===== config.mk =====
export PLATFORM = sky130hd
export DESIGN_NAME = i2m_master
export DESIGN_NICKNAME = d
export VERILOG_FILES = /design/src/shared/i2m_pkg.sv /design/src/shared/i2m_baud_if.sv /design/src/core/i2m_master.sv /design/src/core/i2m_baud_counter.sv
export VERILOG_INCLUDE_DIRS = /design/src /design/src/shared
export SDC_FILE = /design/constraint.sdc
export NUM_CORES = 1
export LEC_CHECK = 0
export BUFFER_PORTS_ARGS = -buffer_cell sky130_fd_sc_hd__buf_2
export CAP_MARGIN = 30
export CORE_UTILIZATION = 52
export DETAILED_ROUTE_END_ITERATION = 7
export GPL_TIMING_DRIVEN = 0
export PLACE_DENSITY_LB_ADDON = 0.08
export SLEW_MARGIN = 20
export SYNTH_ARGS = -nofsm -noshare
export SYNTH_HDL_FRONTEND = slang
export SYNTH_SLANG_ARGS = --single-unit
export TNS_END_PERCENT = 1

===== constraint.sdc =====
create_clock -name pclk -period 2.8 [get_ports pclk]
set_input_delay 0.14 -clock pclk [delete_from_list [all_inputs] [get_ports pclk]]
set_output_delay 0.14 -clock pclk [all_outputs]
set_load 0.02 [all_outputs]

===== src/shared/i2m_map.svh =====
/*
 * register offsets, field positions, reset values and mode codes of the
 * i2c master start/restart controller.
 * assumes an apb slave with 32-bit data and byte addresses on paddr[7:0].
 */
`ifndef I2M_MAP_SVH
`define I2M_MAP_SVH

// ******************************
// register byte offsets
// ******************************
`define I2M_OFS_CTRL1     8'h00
`define I2M_OFS_CTRL2     8'h04
`define I2M_OFS_STATUS    8'h08
`define I2M_OFS_BUF       8'h0c
`define I2M_OFS_BAUD      8'h10
`define I2M_OFS_FLAGS     8'h14
`define I2M_OFS_PINS      8'h18

// ******************************
// field positions
// ******************************
`define I2M_C1_ENABLE     5
`define I2M_C2_START      0
`define I2M_C2_RESTART    1
`define I2M_C2_STOP       2
`define I2M_C2_RECV       3
`define I2M_C2_ACKSEQ     4
`define I2M_C2_ACKDT      5
`define I2M_C2_ACKSTAT    6
`define I2M_ST_START      0
`define I2M_ST_STOP       1
`define I2M_ST_FULL       2
`define I2M_ST_BUSY       3
`define I2M_FL_EVENT      0
`define I2M_FL_WRITE_COLLISION_FLAG       1
`define I2M_FL_BCOL       2
`define I2M_PN_SDA_LOW    0
`define I2M_PN_SCL_LOW    1

// ******************************
// mode codes and reset values
// ******************************
`define I2M_MODE_MASTER   4'h8
`define I2M_MODE_FW       4'hb
`define I2M_RST_BAUD      8'h09
`define I2M_TX_BITS       4'h9
`define I2M_RX_BITS       4'h8
`define I2M_ACK_BITS      4'h1

`endif


===== src/shared/i2m_pkg.sv =====
/*
 * types of the i2c master start/restart controller.
 * assumes i2m_map.svh for all numeric constants.
 */
package i2m_pkg;

   // master sequencer states, one-hot
   typedef enum logic [11:0] {
      I2M_IDLE    = 12'h001,
      I2M_ST_WAIT = 12'h002,
      I2M_ST_HOLD = 12'h004,
      I2M_RS_LOW  = 12'h008,
      I2M_RS_SDA  = 12'h010,
      I2M_RS_SCL  = 12'h020,
      I2M_RS_DRV  = 12'h040,
      I2M_BIT_LO  = 12'h080,
      I2M_BIT_HI  = 12'h100,
      I2M_SP_LO   = 12'h200,
      I2M_SP_HI   = 12'h400,
      I2M_SP_SDA  = 12'h800
   } i2m_state_t;

   typedef enum logic [1:0] {
      I2M_OP_TX  = 2'h0,
      I2M_OP_RX  = 2'h1,
      I2M_OP_ACK = 2'h2
   } i2m_op_t;

endpackage


===== src/shared/i2m_baud_if.sv =====
/*
 * link between the sequencer and its baud rate counter.
 * assumes both ends run on pclk.
 */
`timescale 1ns/1ps
`default_nettype none

interface i2m_baud_if;
   logic       ce;
   logic       load;
   logic       run;
   logic [7:0] reload;
   logic       timeout;

   modport ctrl (output ce, output load, output run, output reload, input timeout);
   modport cnt  (input ce, input load, input run, input reload, output timeout);
endinterface

`default_nettype wire


===== src/core/i2m_master.sv =====
/*
 * i2c master controller with start, repeated start, stop, byte transfer and
 * acknowledge sequencing, start/stop detection and apb registers.
 * assumes open-drain sda/scl pins outside (oe high pulls the line low) and
 * a zero-wait apb master on pclk.
 */
// Local design decisions: the APB interface to the registers and the register offsets.
`timescale 1ns/1ps
`default_nettype none
`include "i2m_map.svh"

//
// Overview of operation
// - master only with master mode and enable
// - pull lines low only when needed
// - reset or disable clears start/stop seen
// - firmware mode: detection only, software drives lines
// - event flag on conditions, bytes, acks
// - no queuing: early buffer write collides
// - master: flag on request self-clear or end of byte
// - master makes clocks; restart keeps bus
// - transmit: address, direction zero, bytes, ack
// - receive: address, direction one, return ack
// - clock rate from 8-bit baud reload
// - released clock: count after sampled high
// - buffer write while busy sets collision
// - low request bits locked during start
// - start: both high, count, pull data
// - then count, clear request, hold data
// - low clock during start wait aborts with collision
// - restart only idle; clock low, count
// - data high then release clock, count
// - data low, clock low, clear request
// - restart: start seen early, flag later
module i2m_master
   import i2m_pkg::*;
(
   // clock, reset, enable
   input  wire logic        pclk,
   input  wire logic        presetn,
   input  wire logic        ce,
   // apb slave
   input  wire logic        psel,
   input  wire logic        penable,
   input  wire logic        pwrite,
   input  wire logic [7:0]  paddr,
   input  wire logic [31:0] pwdata,
   output logic [31:0]      prdata,
   output logic             pready,
   output logic             pslverr,
   // i2c lines
   input  wire logic        sda_i,
   output logic             sda_o,
   output logic             sda_oe,
   input  wire logic        scl_i,
   output logic             scl_o,
   output logic             scl_oe
);

   // ******************************
   // registers and state
   // ******************************
   i2m_state_t  state_q;
   i2m_op_t     op_q;
   logic [3:0]  mode_q;
   logic        en_q;
   logic        sen_q, restart_request_bit_q, pen_q, rcen_q, acken_q;
   logic        ackdt_q, ackstat_q;
   logic        sseen_q, pseen_q, bf_q;
   logic        evt_q, write_collision_flag_q, bcol_q;
   logic        fw_sda_q, fw_scl_q;
   logic [7:0]  baud_q, buf_q, sh_q;
   logic [3:0]  bit_q;
   logic        sda_drv_q, scl_drv_q, load_q;
   logic        sda_m_q, sda_s_q, sda_p_q;
   logic        scl_m_q, scl_s_q, scl_p_q;
   logic [31:0] prdata_q;

   i2m_baud_if bd ();

   i2m_baud_counter u_baud (
      .presetn (presetn),
      .pclk    (pclk),
      .bd      (bd)
   );

   // ******************************
   // decode
   // ******************************
   wire acc      = psel & penable;
   wire wr       = acc & pwrite;
   wire rd       = acc & ~pwrite;
   wire hit_c1   = (paddr == `I2M_OFS_CTRL1);
   wire hit_c2   = (paddr == `I2M_OFS_CTRL2);
   wire hit_st   = (paddr == `I2M_OFS_STATUS);
   wire hit_buf  = (paddr == `I2M_OFS_BUF);
   wire hit_baud = (paddr == `I2M_OFS_BAUD);
   wire hit_fl   = (paddr == `I2M_OFS_FLAGS);
   wire hit_pn   = (paddr == `I2M_OFS_PINS);
   wire mapped   = hit_c1 | hit_c2 | hit_st | hit_buf | hit_baud | hit_fl | hit_pn;

   wire master   = en_q & (mode_q == `I2M_MODE_MASTER);
   wire fwmode   = en_q & (mode_q == `I2M_MODE_FW);
   wire idle     = (state_q == I2M_IDLE);
   wire req_any  = sen_q | restart_request_bit_q | pen_q | rcen_q | acken_q;
   wire busy     = ~idle | req_any;
   // no queuing: buffer only accepted with sequencer idle and nothing pending
   wire buf_wr   = wr & hit_buf;
   wire buf_ok   = buf_wr & master & ~busy;
   wire buf_col  = buf_wr & master & busy;
   wire c2_wr    = wr & hit_c2;
   wire c2_req   = c2_wr & master & ~busy;

   // ******************************
   // line sampling and detection
   // ******************************
   wire both_hi  = sda_s_q & scl_s_q;
   wire det_st   = sda_p_q & ~sda_s_q & scl_s_q & scl_p_q;
   wire det_sp   = ~sda_p_q & sda_s_q & scl_s_q & scl_p_q;
   wire hi_phase = (state_q == I2M_RS_SCL) | (state_q == I2M_BIT_HI) | (state_q == I2M_SP_HI);
   wire timed    = (state_q == I2M_ST_HOLD) | (state_q == I2M_RS_SDA) | (state_q == I2M_RS_DRV) |
                   (state_q == I2M_BIT_LO) | (state_q == I2M_SP_LO) | (state_q == I2M_SP_SDA);
   wire tmo      = bd.timeout;

   // counter waits for the released clock to read high before counting
   assign bd.ce     = ce;
   assign bd.reload = baud_q;
   assign bd.load   = load_q | (hi_phase & ~scl_s_q) |
                      ((state_q == I2M_ST_WAIT) & ~both_hi);
   assign bd.run    = timed | (hi_phase & scl_s_q) |
                      ((state_q == I2M_ST_WAIT) & both_hi);

   // ******************************
   // bit engine helpers
   // ******************************
   wire [3:0] nbits   = (op_q == I2M_OP_TX) ? `I2M_TX_BITS :
                        (op_q == I2M_OP_RX) ? `I2M_RX_BITS : `I2M_ACK_BITS;
   wire       last    = (bit_q == nbits - 4'h1);
   wire [3:0] bit_nx  = bit_q + 4'h1;
   // drive low: tx data zero, ack sequence with ackdt zero; else release
   wire       bit_low = (op_q == I2M_OP_TX) ? ((bit_nx < 4'h8) & ~sh_q[6]) :
                        (op_q == I2M_OP_ACK) ? ~ackdt_q : 1'h0;
   wire       tx_low0 = ~pwdata[7];

   // ******************************
   // pin outputs
   // ******************************
   assign sda_o  = 1'h0;
   assign scl_o  = 1'h0;
   assign sda_oe = master ? sda_drv_q : (fwmode & fw_sda_q);
   assign scl_oe = master ? scl_drv_q : (fwmode & fw_scl_q);

   // ******************************
   // apb
   // ******************************
   assign pready  = 1'h1;
   assign pslverr = acc & ~mapped;
   assign prdata  = prdata_q;

   wire [31:0] rd_mux =
      hit_c1   ? {26'h0, en_q, 1'h0, mode_q} :
      hit_c2   ? {25'h0, ackstat_q, ackdt_q, acken_q, rcen_q, pen_q, restart_request_bit_q, sen_q} :
      hit_st   ? {28'h0, busy, bf_q, pseen_q, sseen_q} :
      hit_buf  ? {24'h0, buf_q} :
      hit_baud ? {24'h0, baud_q} :
      hit_fl   ? {29'h0, bcol_q, write_collision_flag_q, evt_q} :
      hit_pn   ? {30'h0, fw_scl_q, fw_sda_q} : 32'h0;

   always_ff @(posedge pclk or negedge presetn) begin
      if (!presetn) begin
         prdata_q <= 32'h0;
      end else if (ce && psel && !penable && !pwrite) begin
         prdata_q <= rd_mux;
      end
   end

   // ******************************
   // synchronisers
   // ******************************
   always_ff @(posedge pclk or negedge presetn) begin
      if (!presetn) begin
         sda_m_q <= 1'h1;
         sda_s_q <= 1'h1;
         sda_p_q <= 1'h1;
         scl_m_q <= 1'h1;
         scl_s_q <= 1'h1;
         scl_p_q <= 1'h1;
      end else if (ce) begin
         sda_m_q <= sda_i;
         sda_s_q <= sda_m_q;
         sda_p_q <= sda_s_q;
         scl_m_q <= scl_i;
         scl_s_q <= scl_m_q;
         scl_p_q <= scl_s_q;
      end
   end

   // ******************************
   // configuration and flags
   // ******************************
   // flags are write-one-to-clear; a hardware set in the same cycle wins
   wire ev_done = master & tmo & ((state_q == I2M_ST_HOLD) | (state_q == I2M_RS_DRV) |
                  (state_q == I2M_SP_SDA) | ((state_q == I2M_BIT_HI) & last));
   wire ev_det  = fwmode & (det_st | det_sp);
   wire bc_st   = master & (state_q == I2M_ST_WAIT) & ~scl_s_q;
   wire bc_rs   = master & (((state_q == I2M_RS_SCL) & scl_s_q & ~sda_s_q) |
                  ((state_q == I2M_RS_SDA) & tmo & ~sda_s_q));
   wire fl_clr  = wr & hit_fl;

   always_ff @(posedge pclk or negedge presetn) begin
      if (!presetn) begin
         en_q     <= 1'h0;
         mode_q   <= 4'h0;
         baud_q   <= `I2M_RST_BAUD;
         fw_sda_q <= 1'h0;
         fw_scl_q <= 1'h0;
         evt_q    <= 1'h0;
         write_collision_flag_q   <= 1'h0;
         bcol_q   <= 1'h0;
         sseen_q  <= 1'h0;
         pseen_q  <= 1'h0;
      end else if (ce) begin
         if (wr && hit_c1) begin
            en_q   <= pwdata[`I2M_C1_ENABLE];
            mode_q <= pwdata[3:0];
         end
         if (wr && hit_baud) begin
            baud_q <= pwdata[7:0];
         end
         if (wr && hit_pn) begin
            fw_sda_q <= pwdata[`I2M_PN_SDA_LOW];
            fw_scl_q <= pwdata[`I2M_PN_SCL_LOW];
         end
         evt_q  <= (ev_done | ev_det) | (evt_q & ~(fl_clr & pwdata[`I2M_FL_EVENT]));
         // never cleared by hardware
         write_collision_flag_q <= buf_col | (write_collision_flag_q & ~(fl_clr & pwdata[`I2M_FL_WRITE_COLLISION_FLAG]));
         bcol_q <= (bc_st | bc_rs) | (bcol_q & ~(fl_clr & pwdata[`I2M_FL_BCOL]));
         if (!en_q) begin
            sseen_q <= 1'h0;
            pseen_q <= 1'h0;
         end else if (det_st) begin
            sseen_q <= 1'h1;
            pseen_q <= 1'h0;
         end else if (det_sp) begin
            sseen_q <= 1'h0;
            pseen_q <= 1'h1;
         end
      end
   end

   // ******************************
   // master sequencer
   // ******************************
   always_ff @(posedge pclk or negedge presetn) begin
      if (!presetn) begin
         state_q   <= I2M_IDLE;
         op_q      <= I2M_OP_TX;
         {sen_q, restart_request_bit_q, pen_q, rcen_q, acken_q} <= 5'h00;
         ackdt_q   <= 1'h0;
         ackstat_q <= 1'h0;
         bf_q      <= 1'h0;
         buf_q     <= 8'h00;
         sh_q      <= 8'h00;
         bit_q     <= 4'h0;
         sda_drv_q <= 1'h0;
         scl_drv_q <= 1'h0;
         load_q    <= 1'h0;
      end else if (ce) begin
         load_q <= 1'h0;
         if (c2_wr) begin
            ackdt_q <= pwdata[`I2M_C2_ACKDT];
         end
         if (rd && hit_buf) begin
            bf_q <= 1'h0;
         end
         if (!master || bc_st || bc_rs) begin
            // abort: release both lines and drop every request
            state_q   <= I2M_IDLE;
            {sen_q, restart_request_bit_q, pen_q, rcen_q, acken_q} <= 5'h00;
            sda_drv_q <= 1'h0;
            scl_drv_q <= 1'h0;
         end else begin
            if (c2_req) begin
               sen_q   <= pwdata[`I2M_C2_START];
               restart_request_bit_q  <= pwdata[`I2M_C2_RESTART];
               pen_q   <= pwdata[`I2M_C2_STOP];
               rcen_q  <= pwdata[`I2M_C2_RECV];
               acken_q <= pwdata[`I2M_C2_ACKSEQ];
            end
            case (state_q)
               I2M_IDLE: begin
                  bit_q <= 4'h0;
                  if (buf_ok) begin
                     buf_q     <= pwdata[7:0];
                     sh_q      <= pwdata[7:0];
                     bf_q      <= 1'h1;
                     op_q      <= I2M_OP_TX;
                     scl_drv_q <= 1'h1;
                     sda_drv_q <= tx_low0;
                     load_q    <= 1'h1;
                     state_q   <= I2M_BIT_LO;
                  end else if (sen_q) begin
                     load_q  <= 1'h1;
                     state_q <= I2M_ST_WAIT;
                  end else if (restart_request_bit_q) begin
                     scl_drv_q <= 1'h1;
                     state_q   <= I2M_RS_LOW;
                  end else if (pen_q) begin
                     scl_drv_q <= 1'h1;
                     sda_drv_q <= 1'h1;
                     load_q    <= 1'h1;
                     state_q   <= I2M_SP_LO;
                  end else if (rcen_q || acken_q) begin
                     op_q      <= rcen_q ? I2M_OP_RX : I2M_OP_ACK;
                     scl_drv_q <= 1'h1;
                     sda_drv_q <= rcen_q ? 1'h0 : ~ackdt_q;
                     load_q    <= 1'h1;
                     state_q   <= I2M_BIT_LO;
                  end
               end
               I2M_ST_WAIT: begin
                  if (tmo) begin
                     sda_drv_q <= 1'h1;
                     load_q    <= 1'h1;
                     state_q   <= I2M_ST_HOLD;
                  end
               end
               I2M_ST_HOLD: begin
                  if (tmo) begin
                     sen_q   <= 1'h0;
                     state_q <= I2M_IDLE;
                  end
               end
               I2M_RS_LOW: begin
                  if (!scl_s_q) begin
                     sda_drv_q <= 1'h0;
                     load_q    <= 1'h1;
                     state_q   <= I2M_RS_SDA;
                  end
               end
               I2M_RS_SDA: begin
                  if (tmo) begin
                     scl_drv_q <= 1'h0;
                     state_q   <= I2M_RS_SCL;
                  end
               end
               I2M_RS_SCL: begin
                  if (tmo) begin
                     sda_drv_q <= 1'h1;
                     load_q    <= 1'h1;
                     state_q   <= I2M_RS_DRV;
                  end
               end
               I2M_RS_DRV: begin
                  // bus stays owned: clock held low, no reload
                  if (tmo) begin
                     scl_drv_q <= 1'h1;
                     restart_request_bit_q    <= 1'h0;
                     state_q   <= I2M_IDLE;
                  end
               end
               I2M_BIT_LO: begin
                  if (tmo) begin
                     scl_drv_q <= 1'h0;
                     state_q   <= I2M_BIT_HI;
                  end
               end
               I2M_BIT_HI: begin
                  if (tmo) begin
                     scl_drv_q <= 1'h1;
                     bit_q     <= bit_nx;
                     if (op_q != I2M_OP_ACK && bit_q < 4'h8) begin
                        sh_q <= {sh_q[6:0], sda_s_q};
                     end
                     if (op_q == I2M_OP_TX && bit_q == 4'h7) begin
                        bf_q <= 1'h0;
                     end
                     if (last) begin
                        if (op_q == I2M_OP_TX) begin
                           ackstat_q <= sda_s_q;
                        end
                        if (op_q == I2M_OP_RX) begin
                           buf_q <= {sh_q[6:0], sda_s_q};
                           bf_q  <= 1'h1;
                        end
                        rcen_q    <= 1'h0;
                        acken_q   <= 1'h0;
                        sda_drv_q <= (op_q == I2M_OP_TX) ? 1'h0 : sda_drv_q;
                        state_q   <= I2M_IDLE;
                     end else begin
                        sda_drv_q <= bit_low;
                        load_q    <= 1'h1;
                        state_q   <= I2M_BIT_LO;
                     end
                  end
               end
               I2M_SP_LO: begin
                  if (tmo) begin
                     scl_drv_q <= 1'h0;
                     state_q   <= I2M_SP_HI;
                  end
               end
               I2M_SP_HI: begin
                  if (tmo) begin
                     sda_drv_q <= 1'h0;
                     load_q    <= 1'h1;
                     state_q   <= I2M_SP_SDA;
                  end
               end
               I2M_SP_SDA: begin
                  if (tmo) begin
                     pen_q   <= 1'h0;
                     state_q <= I2M_IDLE;
                  end
               end
               default: begin
                  state_q <= I2M_IDLE;
               end
            endcase
         end
      end
   end

endmodule

`default_nettype wire


===== src/core/i2m_baud_counter.sv =====
/*
 * baud rate counter: counts down from the reload value, one baud period
 * per rollover.
 * assumes the sequencer steers load and run every cycle.
 */
`timescale 1ns/1ps
`default_nettype none

module i2m_baud_counter (
   // clock and reset
   input  wire logic presetn,
   input  wire logic pclk,
   // sequencer side
   i2m_baud_if.cnt   bd
);

   logic [7:0] cnt_q;
   logic       zero;

   assign zero       = (cnt_q == 8'h00);
   assign bd.timeout = bd.run & ~bd.load & zero;

   always_ff @(posedge pclk or negedge presetn) begin
      if (!presetn) begin
         cnt_q <= 8'h00;
      end else if (bd.ce) begin
         if (bd.load || (bd.run && zero)) begin
            cnt_q <= bd.reload;
         end else if (bd.run) begin
            cnt_q <= cnt_q - 8'h01;
         end
      end
   end

endmodule

`default_nettype wire


==> reports/qor.txt, run 1 <==
status -> finished with violations
failing checks -> setup timing
asr flop ratio synth -> 1.00
routability congestion estimate from global placement -> 0.919
first-pass GRT wire length -> 28900 um
CTS tree -> done
H-Tree Depth -> 3
dpl ws -> -574 ps
fin nets -> 790
die width -> 107 um
Worst Setup EP -> buf_q[3]$_DFFE_PN0P_
clk buf depth -> 2
synthesized flop and latch total -> 86
most frequent cells in the layout -> dfrtp_1 (73), nand2_1 (70), buf_4 (64)
clk_skew -> 15.0 ps
Fin. Hold Viols -> 0
Netlist cell types -> 76
vias in the first global route -> 5314
Pre-Repair DR Iteration Count -> 5
max frequency -> 351 MHz
Clk Latency, worst-skew pair -> 370 ps
worst flop-to-flop path endpoint -> buf_q[3]$_DFFE_PN0P_
crit-path max cell delay -> 520 ps
Crit-path slowest cell -> or4_4
die height -> 107 um
diodes inserted -> 0
critical path startpoint category -> register
clock buffer count from CTS -> 9
Final setup viols -> 11
CP Buf/Inv Count -> 2
Post-synth EDFFs -> 0
FF-to-FF path depth -> 9
Slew HR -> 0.498
post-DP HPWL -> 13100 um
clk root buf -> clkbuf_8
Main synth FF type -> dfrtp_1
post-layout util -> 0.659
core area -> 10500 um2
clk sinks -> 86
DRC -> 0
Min Clock Period, post-route -> 2850 ps
Worst-Margin Slew -> 743 ps
input/output buffers -> 33
Tcrit/Tclk final -> 1.02
cell family with most CP delay -> simple AND/OR/NAND/NOR gates
Synth Warn # -> 0
Post-Syn Instances -> 642
Layout area overhead -> 21.1%
Max Slew Vio Count -> 0
crit-path cells -> or4_4, buf_6, nor4b_4, o21a_2, and2b_1, o2111ai_2, a21oi_4, buf_12, mux2_2
vias post-DR -> 5519
Fillers -> 888
max_cap viols -> 0
Overflow after GRT -> 0
multi-input combinational cell area -> 3420 um2
antenna violations before repair -> 1
cell row count -> 37
Via density -> 6.26
Hold Crit Class -> input pin to register
Power Density -> 375 nW/um2
setup ws final -> -46.9 ps
largest net degree at the start of global routing -> 58
final wirelength -> 18300 um
critical path depth in cells -> 9
antenna viol nets, final -> 0
setup TNS after final layout -> -270 ps
RSZ-0062 raised after global routing -> true
Crit Path Max Fanout -> 8
maximum VDD drop -> 0.000259 V
Avg Inst Size Synth -> 8.87 um2
share of layout cells above drive strength 1 -> 0.303
CP Class -> register to register
clock transition at the registers of the reported paths -> 100 ps
cell leakage power -> 3.02 nW
reg2reg start -> state_q[1]$_DFFE_PN0P_
WL/cell -> 20.8 um
DIE AREA -> 11400 um2
synthesized area -> 5690 um2
Worst R2R Setup Slack -> -50 ps
worst path required time -> 3060 ps
initial core utilization -> 0.544
initial DRC count -> 545
Seq/Total Area, Yosys -> 0.380
Worst Setup SP -> state_q[1]$_DFFE_PN0P_
Tot GR Track Use -> 0.335
I/O Pins -> 86
Crit path arrival time -> 3100 ps
crit path capture type -> register
most common cell after layout, fill and taps aside -> dfrtp_1
Reg area -> 2170 um2
-- kinds of logic after synthesis --
group / after synthesis / share of synthesized area
simple gates: 262 / 0.247
fa+ha+maj: 2 / 0.00440
compound gates: 145 / 0.171
buf+inv: 82 / 0.0769
flops: 86 / 0.380
mux: 56 / 0.109
xor+xnor: 7 / 0.0108
other cells: 2 / 0.00132
-- worst reg2reg max path, stage by stage (launching register included) --
cell and delay [ps]:
dfrtp_2 460, or4_4 520, buf_6 160, nor4b_4 380
o21a_2 210, and2b_1 160, o2111ai_2 160, a21oi_4 210
buf_12 150, mux2_2 330
-- layer usage --
layer | GRT usage | vias up | share of wire
met5 | 0 | - | 0
met1 | 0.485 | 2712 | 0.44
met3 | 0.0553 | 46 | 0.071
met2 | 0.494 | 246 | 0.45
li1 | - | 2515 | -
met4 | 0.148 | 0 | 0.035
-- Yosys cell counts, types with 11 or more instances --
cell type	instances	area share
dfrtp_1	77	0.34
mux2i_1	17	0.030
nand4_1	11	0.012
clkbuf_1	27	0.018
nand3_1	32	0.028
a21oi_1	39	0.034
nor4_1	12	0.013
buf_4	28	0.037
nand2_1	70	0.046
nor2_1	44	0.029
mux2_2	38	0.075
inv_1	14	0.0092
o21ai_0	35	0.031
nor3_1	24	0.021
-- flip-flops by register name, indices dropped and copies added, names as in the netlist, 2 cells and up --
name,flops
state_q,12
baud_q,8
buf_q,8
prdata,8
u_baud.cnt_q,8
sh_q,7
bit_q,4
mode_q,4
op_q,2
-- worst min-delay path by stage --
| stage | start | endpoint | cells after the start |
|---|---|---|---|
| finish | sda_i | sda_m_q$_DFFE_PN1P_ | 2 |
| global route | sda_i | sda_m_q$_DFFE_PN1P_ | 2 |
| CTS | sda_i | sda_m_q$_DFFE_PN1P_ | 2 |
| detailed placement | presetn | state_q[5]$_DFFE_PN0P_ | 1 |
| global placement | scl_i | scl_m_q$_DFFE_PN1P_ | 2 |
| floorplan | presetn | ackdt_q$_DFFE_PN0P_ | 0 |
-- per-stage QoR --
stage	hold slack, ps	std cells	area (um2)	power (mW)
floorplan	-156	667	5790	1.52
global placement	375	836	6120	1.63
detailed placement	109	837	6150	1.64
CTS	0.677	859	6620	2.58
global route	3.40	881	6890	2.68
finish	3.15	881	6890	2.59
-- repair_timing --
action	4_1_cts	5_1_grt
endpoints found under the setup margin	50	52
pin swaps	9	13
endpoints found under the hold margin	25	0
gates resized for setup	41	31
buffers inserted	12	23
hold buffers	1	0
-- layout make-up --
cell class,instances,share of cell area
flip-flops and latches,86,0.315
repair buffers,70,0.0697
inverters,15,0.00817
clock buffers,12,0.0225
multi-input cells,499,0.497
plain buffers,59,0.0561
clock inverters,4,0.00763
well taps,136,0.0247
-- where the power goes --
part	leakage, nW	switching [mW]	internal, mW
Combinational	1.81	0.209	0.105
Clock	0.107	0.490	0.468
Sequential	1.11	0.0293	1.29
Total	3.02	0.728	1.86
Note: power is estimated with default switching activity, not from simulation.
==> run 2: changes to the inputs <==
- SYNTH_HIERARCHICAL: default -> 1
==> reports/qor.txt, run 2 <==
H-Tree Depth -> 3 (unchanged)
worst path required time -> 3030 ps (-30 ps)
WL/cell -> 18.9 um (-9.1%)
status -> finished with violations
I/O Pins -> 86 (unchanged)
RSZ-0062 raised after global routing -> true
first-pass GRT wire length -> 24000 um (-17%)
diodes inserted -> 0 (unchanged)
Slew HR -> 0.483 (-0.0151)
CTS tree -> done
share of layout cells above drive strength 1 -> 0.282 (-0.0218)
main combinational cell family by area after synthesis -> simple AND/OR/NAND/NOR gates
DRC -> 0 (unchanged)
asr flop ratio synth -> 1.00 (unchanged)
Worst-Margin Slew -> 768 ps (+25.3 ps)
post-layout util -> 0.642 (-0.0169)
max_cap viols -> 0 (unchanged)
Via density -> 6.17 (-1.5%)
Synth area leader -> dfrtp_1
Synth Area in Compound Gates -> 0.203 (+0.0327)
clk_skew -> 16.1 ps (+1.08 ps)
reg2reg start -> state_q[3]$_DFFE_PN0P_
clk root buf -> clkbuf_8
cell with the most instances after synthesis -> dfrtp_1
max frequency -> 252 MHz (-28%)
Worst Setup SP -> state_q[3]$_DFFE_PN0P_
hold_sp -> scl_i
antenna violations before repair -> 0 (-1)
failing checks -> setup timing
synthesized flop and latch total -> 86 (unchanged)
setup ws final -> -1170 ps (-1120 ps)
vias in the first global route -> 4527 (-15%)
Hold Crit Class -> input pin to register
Crit Path Max Fanout -> 5 (-3)
Top reg by flops -> state_q
Min Clock Period, post-route -> 3970 ps (+1120 ps)
Post-synth EDFFs -> 0 (unchanged)
Inst Count DP -> 786 (-6.1%)
crit path capture type -> register
Fillers -> 866 (-2.5%)
Crit-path slowest cell -> or4_4
Max Slew Vio Count -> 0 (unchanged)
Final setup viols -> 52 (+41)
die height -> 103 um (-3.3%)
Synth Warn # -> 6 (+6)
Post-Syn Instances -> 591 (-7.9%)
Clk Latency, worst-skew pair -> 370 ps (about the same)
Layout area overhead -> 19.1%
dpl ws -> -1570 ps (-991 ps)
WHS -> 9.93 ps (+6.78 ps)
Tot GR Track Use -> 0.302 (-0.0333)
Overflow after GRT -> 0 (unchanged)
vias post-DR -> 5029 (-8.9%)
Main synth FF type -> dfrtp_1
antenna viol nets, final -> 0 (unchanged)
clock buffer count from CTS -> 9 (unchanged)
initial DRC count -> 432 (-21%)
final wirelength -> 15400 um (-16%)
clk sinks -> 86 (unchanged)
most frequent cells after synthesis -> dfrtp_1 (77), nand2_1 (55), o21ai_0 (51), nor2_1 (36)
worst flop-to-flop path endpoint -> state_q[3]$_DFFE_PN0P_
most common cell after layout, fill and taps aside -> dfrtp_1
post-synthesis adder-cell area fraction -> 0.00706 (+0.00266)
core area -> 9860 um2 (-5.7%)
max reg flops -> 12 (unchanged)
synthesized area -> 5320 um2 (-6.6%)
crit-path cells -> or4_4, buf_6, or4_4, nor4_4, a211o_1, nor2b_4, nand3_2, nor3b_4, nand2_1, a2bb2oi_2, o32a_1, nand2_2, nand2_2, clkbuf_8, nand3_2, o41ai_1
Pre-Repair DR Iteration Count -> 5 (unchanged)
clk buf depth -> 2 (unchanged)
Fin. Hold Viols -> 0 (unchanged)
Tcrit/Tclk final -> 1.42 (+0.400)
ranking of synthesized cells by area -> dfrtp_1 (36%), o21ai_0 (4.8%), dfstp_2 (4.4%), mux2_2 (4.4%), buf_4 (4.0%)
Worst R2R Setup Slack -> -1170 ps (-1120 ps)
Seq/Total Area, Yosys -> 0.407 (+0.0267)
Worst Setup EP -> state_q[3]$_DFFE_PN0P_
Avg Inst Size Synth -> 9.00 um2 (+1.5%)
routability congestion estimate from global placement -> 0.903 (-1.8%)
XOR/XNOR share of the synthesized area -> 0.00824 (-0.00254)
Crit path arrival time -> 4200 ps (+1100 ps)
most frequent cells in the layout -> dfrtp_1 (75), nand2_1 (53), o21ai_0 (43)
input/output buffers -> 34 (+3.0%)
Power Density -> 388 nW/um2 (+3.3%)
FF-to-FF path depth -> 16 (+7)
largest net degree at the start of global routing -> 56 (-3.4%)
crit-path max cell delay -> 510 ps (about the same)
Finished Layout Cells -> 815 (-7.5%)
Netlist cell types -> 76 (unchanged)
fin nets -> 729 (-7.7%)
die width -> 103 um (-3.3%)
CP Class -> register to register
initial core utilization -> 0.539 (-0.00494)
clock transition at the registers of the reported paths -> 90 ps (about the same)
post-DP HPWL -> 11100 um (-15%)
Post-Synth Simple-Gate Area -> 0.224 (-0.0231)
cell leakage power -> 2.74 nW (-9.5%)
maximum VDD drop -> 0.000378 V (+46%)
DIE AREA -> 10600 um2 (-6.4%)
cell row count -> 36 (-2.7%)
post-synthesis mux area share -> 0.0689 (-0.0401)
post-synth top area share -> 0.362 (+0.0238)
critical path startpoint category -> register
run 2: cell type report:
cell class / instances / area, um2 / share of cell area
well taps: 133 / 166 / 0.0263
clock inverters: 5 / 33.8 / 0.00534
repair buffers: 52 / 348 / 0.0549
multi-input cells: 451 / 3000 / 0.473
plain buffers: 57 / 405 / 0.0640
clock buffers: 10 / 138 / 0.0217
flip-flops and latches: 86 / 2170 / 0.342
inverters: 21 / 78.8 / 0.0125
run 2: cell families (layout without fill, tap and decap cells):
| group | count (synthesis) | in the layout |
|---|---|---|
| AO/OA/AOI/OAI | 166 | 166 |
| XOR/XNOR | 5 | 5 |
| multiplexers | 34 | 34 |
| flip-flops | 86 | 86 |
| AND/OR/NAND/NOR | 216 | 216 |
| adder cells (fa/ha/maj) | 3 | 3 |
| buffers and inverters | 79 | 145 |
| other | 2 | 27 |
run 2: worst max-delay path: cells and delay by family, from the launching register on:
| family | cells | cell delay [ps] |
|---|---|---|
| simple gates | 10 | 2240 |
| buf+inv | 2 | 340 |
| flops | 1 | 440 |
| compound gates | 4 | 820 |
run 2: worst min path at each step:
stage / slack, ps / depth (start not counted) / to
final: 10 / 2 / scl_m_q$_DFFE_PN1P_
after floorplan: -160 / 0 / ackdt_q$_DFFE_PN0P_
after global placement: 370 / 2 / sda_m_q$_DFFE_PN1P_
after global routing: 3 / 2 / scl_m_q$_DFFE_PN1P_
after CTS: 3 / 2 / scl_m_q$_DFFE_PN1P_
after detailed placement: 120 / 1 / state_q[4]$_DFFE_PN0P_
run 2: through the flow:
step	total power, mW	cell area [um2]	TNS [ps]
6_report	2.46	6330	-48320
5_1_grt	2.56	6330	-54270
4_1_cts	2.47	6260	-55350
3_3_place_gp	1.65	5790	-63480
3_5_place_dp	1.66	5840	-64600
2_1_floorplan	1.54	5460	-31890
run 2: what timing repair did:
action | in CTS | in global routing
pin swaps | 10 | 11
gates cloned | 1 | 0
gates resized for setup | 34 | 17
setup buffers | 12 | 1
setup endpoints to repair | 53 | 53
endpoints found under the hold margin | 24 | 0
hold buffers | 1 | 0
run 2: power by group:
group	switching, mW	internal (mW)
clock network	0.467	0.342
registers	0.0374	1.29
logic	0.202	0.115
total	0.707	1.75
run 2: routing by layer:
layer  GRT usage  wire length [um]  share of wire
met1       0.444              6930           0.45
met2       0.452              6960           0.45
met3      0.0515              1170          0.076
met4      0.0986               350          0.023
met5           0                 0              0
==> run 3: changes to the inputs <==
- ABC_AREA: default -> 1
- CORE_UTILIZATION: 52 -> 53
==> reports/qor.txt, run 3 <==
Max Slew Vio Count -> 0 (unchanged)
cell leakage power -> 3.63 nW (+33%)
clock transition at the registers of the reported paths -> 90 ps (about the same)
share of layout cells above drive strength 1 -> 0.246 (-0.0356)
max reg flops -> 12 (unchanged)
placed inst area -> 6300 um2 (+7.8%)
antenna violations before repair -> 0 (unchanged)
Worst R2R Setup Slack -> -140 ps (+1030 ps)
RSZ-0062 raised after global routing -> true
most frequent cells after synthesis -> nand2_1 (235), inv_1 (98), nand3_1 (79), dfrtp_1 (77), nor2_1 (72)
initial core utilization -> 0.555 (+0.0164)
CP most frequent cell -> nand2_2
multi-input combinational cell area -> 3240 um2 (+8.3%)
initial DRC count -> 468 (+8.3%)
crit path capture type -> register
failing checks -> setup timing
reg2reg start -> state_q[4]$_DFFE_PN0P_
clock buffer count from CTS -> 9 (unchanged)
post-DP HPWL -> 11900 um (+7.6%)
DIE AREA -> 11400 um2 (+7.5%)
Pre-Repair DR Iteration Count -> 6 (+1)
H-Tree Depth -> 3 (unchanged)
Via density -> 5.46 (-12%)
Worst-Margin Slew -> 909 ps (+141 ps)
crit-path max cell delay -> 430 ps (-80 ps)
clk root buf -> clkbuf_8
fin nets -> 977 (+34%)
Worst Setup SP -> state_q[4]$_DFFE_PN0P_
die height -> 107 um (+3.7%)
CTS tree -> done
most frequent cells in the layout -> nand2_1 (218), inv_1 (98), dfrtp_1 (77)
Seq/Total Area, Yosys -> 0.371 (-0.0362)
synthesized area -> 5840 um2 (+9.8%)
status -> finished with violations
worst flop-to-flop path endpoint -> state_q[7]$_DFFE_PN0P_
Final setup viols -> 32 (-38%)
Post-synth EDFFs -> 0 (unchanged)
Overflow after GRT -> 0 (unchanged)
Netlist cell types -> 49 (-36%)
WHS -> 70.0 ps (+60.1 ps)
Main synth FF type -> dfrtp_1
Clk Latency, worst-skew pair -> 370 ps (about the same)
Slew HR -> 0.389 (-0.0948)
DRC -> 0 (unchanged)
routability congestion estimate from global placement -> 0.914 (+1.3%)
Hold Crit Class -> input pin to register
FF-to-FF path depth -> 21 (+5)
vias post-DR -> 5824 (+16%)
CP Class -> register to register
cell row count -> 37 (+2.8%)
Tot GR Track Use -> 0.299 (-0.00324)
synthesized flop and latch total -> 86 (unchanged)
diodes inserted -> 0 (unchanged)
design area -> 7020 um2 (+11%)
Inst Count DP -> 1019 (+30%)
Power Density -> 356 nW/um2 (-8.2%)
most common cell after layout, fill and taps aside -> nand2_1
maximum VDD drop -> 0.000340 V (-9.9%)
setup ws final -> -139 ps (+1030 ps)
cell with the most instances after synthesis -> nand2_1
Avg Inst Size Synth -> 7.08 um2 (-21%)
cell family with most CP delay -> simple AND/OR/NAND/NOR gates
clk sinks -> 86 (unchanged)
clk_skew -> 9.42 ps (-6.70 ps)
Crit Path Max Fanout -> 5 (unchanged)
critical path depth in cells -> 21 (+5)
asr flop ratio synth -> 1.00 (unchanged)
setup TNS after final layout -> -2510 ps (+45820 ps)
Synth area leader -> dfrtp_1
worst path required time -> 3060 ps (+30 ps)
Min Clock Period, post-route -> 2940 ps (-1030 ps)
antenna viol nets, final -> 0 (unchanged)
crit-path cells -> nor2_4, nand2_4, buf_6, nor2_4, nand2_2, nand3_4, nor2_2, o211ai_1, nand4_1, nor3_2, buf_4, inv_6, buf_4, nand2_1, nand2_1, nand3b_1, nand2_2, nand2_4, buf_6, nand2_2, nand2_2
Crit path arrival time -> 3200 ps (-1000 ps)
post-layout util -> 0.668 (+0.0258)
Layout area overhead -> 20.2%
clk buf depth -> 2 (unchanged)
Fillers -> 914 (+5.5%)
CP Buf/Inv Count -> 5 (+3)
dpl ws -> -609 ps (+957 ps)
final wirelength -> 16400 um (+6.2%)
Synth Warn # -> 6 (unchanged)
Tcrit/Tclk final -> 1.05 (-0.367)
Fin. Hold Viols -> 0 (unchanged)
critical path startpoint category -> register
Worst Setup EP -> state_q[7]$_DFFE_PN0P_
die width -> 107 um (+3.7%)
max_cap viols -> 0 (unchanged)
post-synth top area share -> 0.330 (-0.0322)
Post-Syn Instances -> 824 (+39%)
core area -> 10500 um2 (+6.5%)
Crit-path slowest cell -> dfrtp_1
input/output buffers -> 33 (-2.9%)
vias in the first global route -> 5396 (+19%)
Finished Layout Cells -> 1067 (+31%)
Top reg by flops -> state_q
first-pass GRT wire length -> 26500 um (+10%)
largest net degree at the start of global routing -> 59 (+5.4%)
ranking of synthesized cells by area -> dfrtp_1 (33%), nand2_1 (15%), nand3_1 (6.8%), inv_1 (6.3%), o21ai_0 (5.2%)
Reg area -> 2160 um2 (-0.12%)
max frequency -> 340 MHz (+35%)
I/O Pins -> 86 (unchanged)
Tot Pwr -> 2.50 mW (+1.8%)
WL/cell -> 15.3 um (-19%)
-- run 3: where the power goes --
group	leakage (nW)	switching [mW]	internal, mW
logic	2.44	0.179	0.0981
registers	1.09	0.0149	1.27
clock network	0.103	0.476	0.465
-- run 3: kinds of logic after synthesis --
group / after synthesis / share of synthesized area
multiplexers: 1 / 0.00193
AO/OA/AOI/OAI: 117 / 0.116
XOR/XNOR: 2 / 0.00300
other: 2 / 0.00129
adder cells (fa/ha/maj): 3 / 0.00643
AND/OR/NAND/NOR: 463 / 0.376
flip-flops: 86 / 0.371
buffers and inverters: 150 / 0.125
-- run 3: layout make-up --
type,count,area share
buffer,43,0.0487
tap,136,0.0243
clock inverter,4,0.00785
clock buffer,12,0.0221
timing repair buffer,67,0.0669
inverter,106,0.0594
multi-input combinational,613,0.462
sequential,86,0.308
-- run 3: worst min-delay path by stage --
stage                     startpoint                          end  slack [ps]  cells past startpoint
after detailed placement     presetn  u_baud/cnt_q[5]$_DFFE_PN0P_         100                      1
after global placement         sda_i          sda_m_q$_DFFE_PN1P_         340                      3
after floorplan              presetn          ackdt_q$_DFFE_PN0P_        -160                      0
after global routing       pwdata[6]        baud_q[6]$_DFFE_PN0P_          60                      2
final                      pwdata[5]          ackdt_q$_DFFE_PN0P_          70                      3
after CTS                  pwdata[6]        baud_q[6]$_DFFE_PN0P_          60                      2
-- run 3: repair_timing --
action	in CTS	in global routing
resized for setup	48	34
endpoints found under the hold margin	23	0
pin swaps	20	23
gates cloned	0	1
setup buffers	18	11
endpoints found under the setup margin	45	44
hold buffers	3	0
-- run 3: routing by layer --
| layer | routed length [um] | vias up | track usage |
|---|---|---|---|
| met5 | 0 | - | 0 |
| met4 | 417 | 0 | 0.106 |
| met3 | 1220 | 44 | 0.0505 |
| met2 | 7900 | 256 | 0.487 |
| met1 | 6830 | 2722 | 0.400 |
| li1 | - | 2802 | - |
-- run 3: worst reg2reg max path, delay by kind of cell, from the launching register on --
family                 cells  cell delay, ps
AOI/OAI and AO/OA          1             150
buffers and inverters      5             660
DFF                        1             430
and+or+nand+nor           15            1590
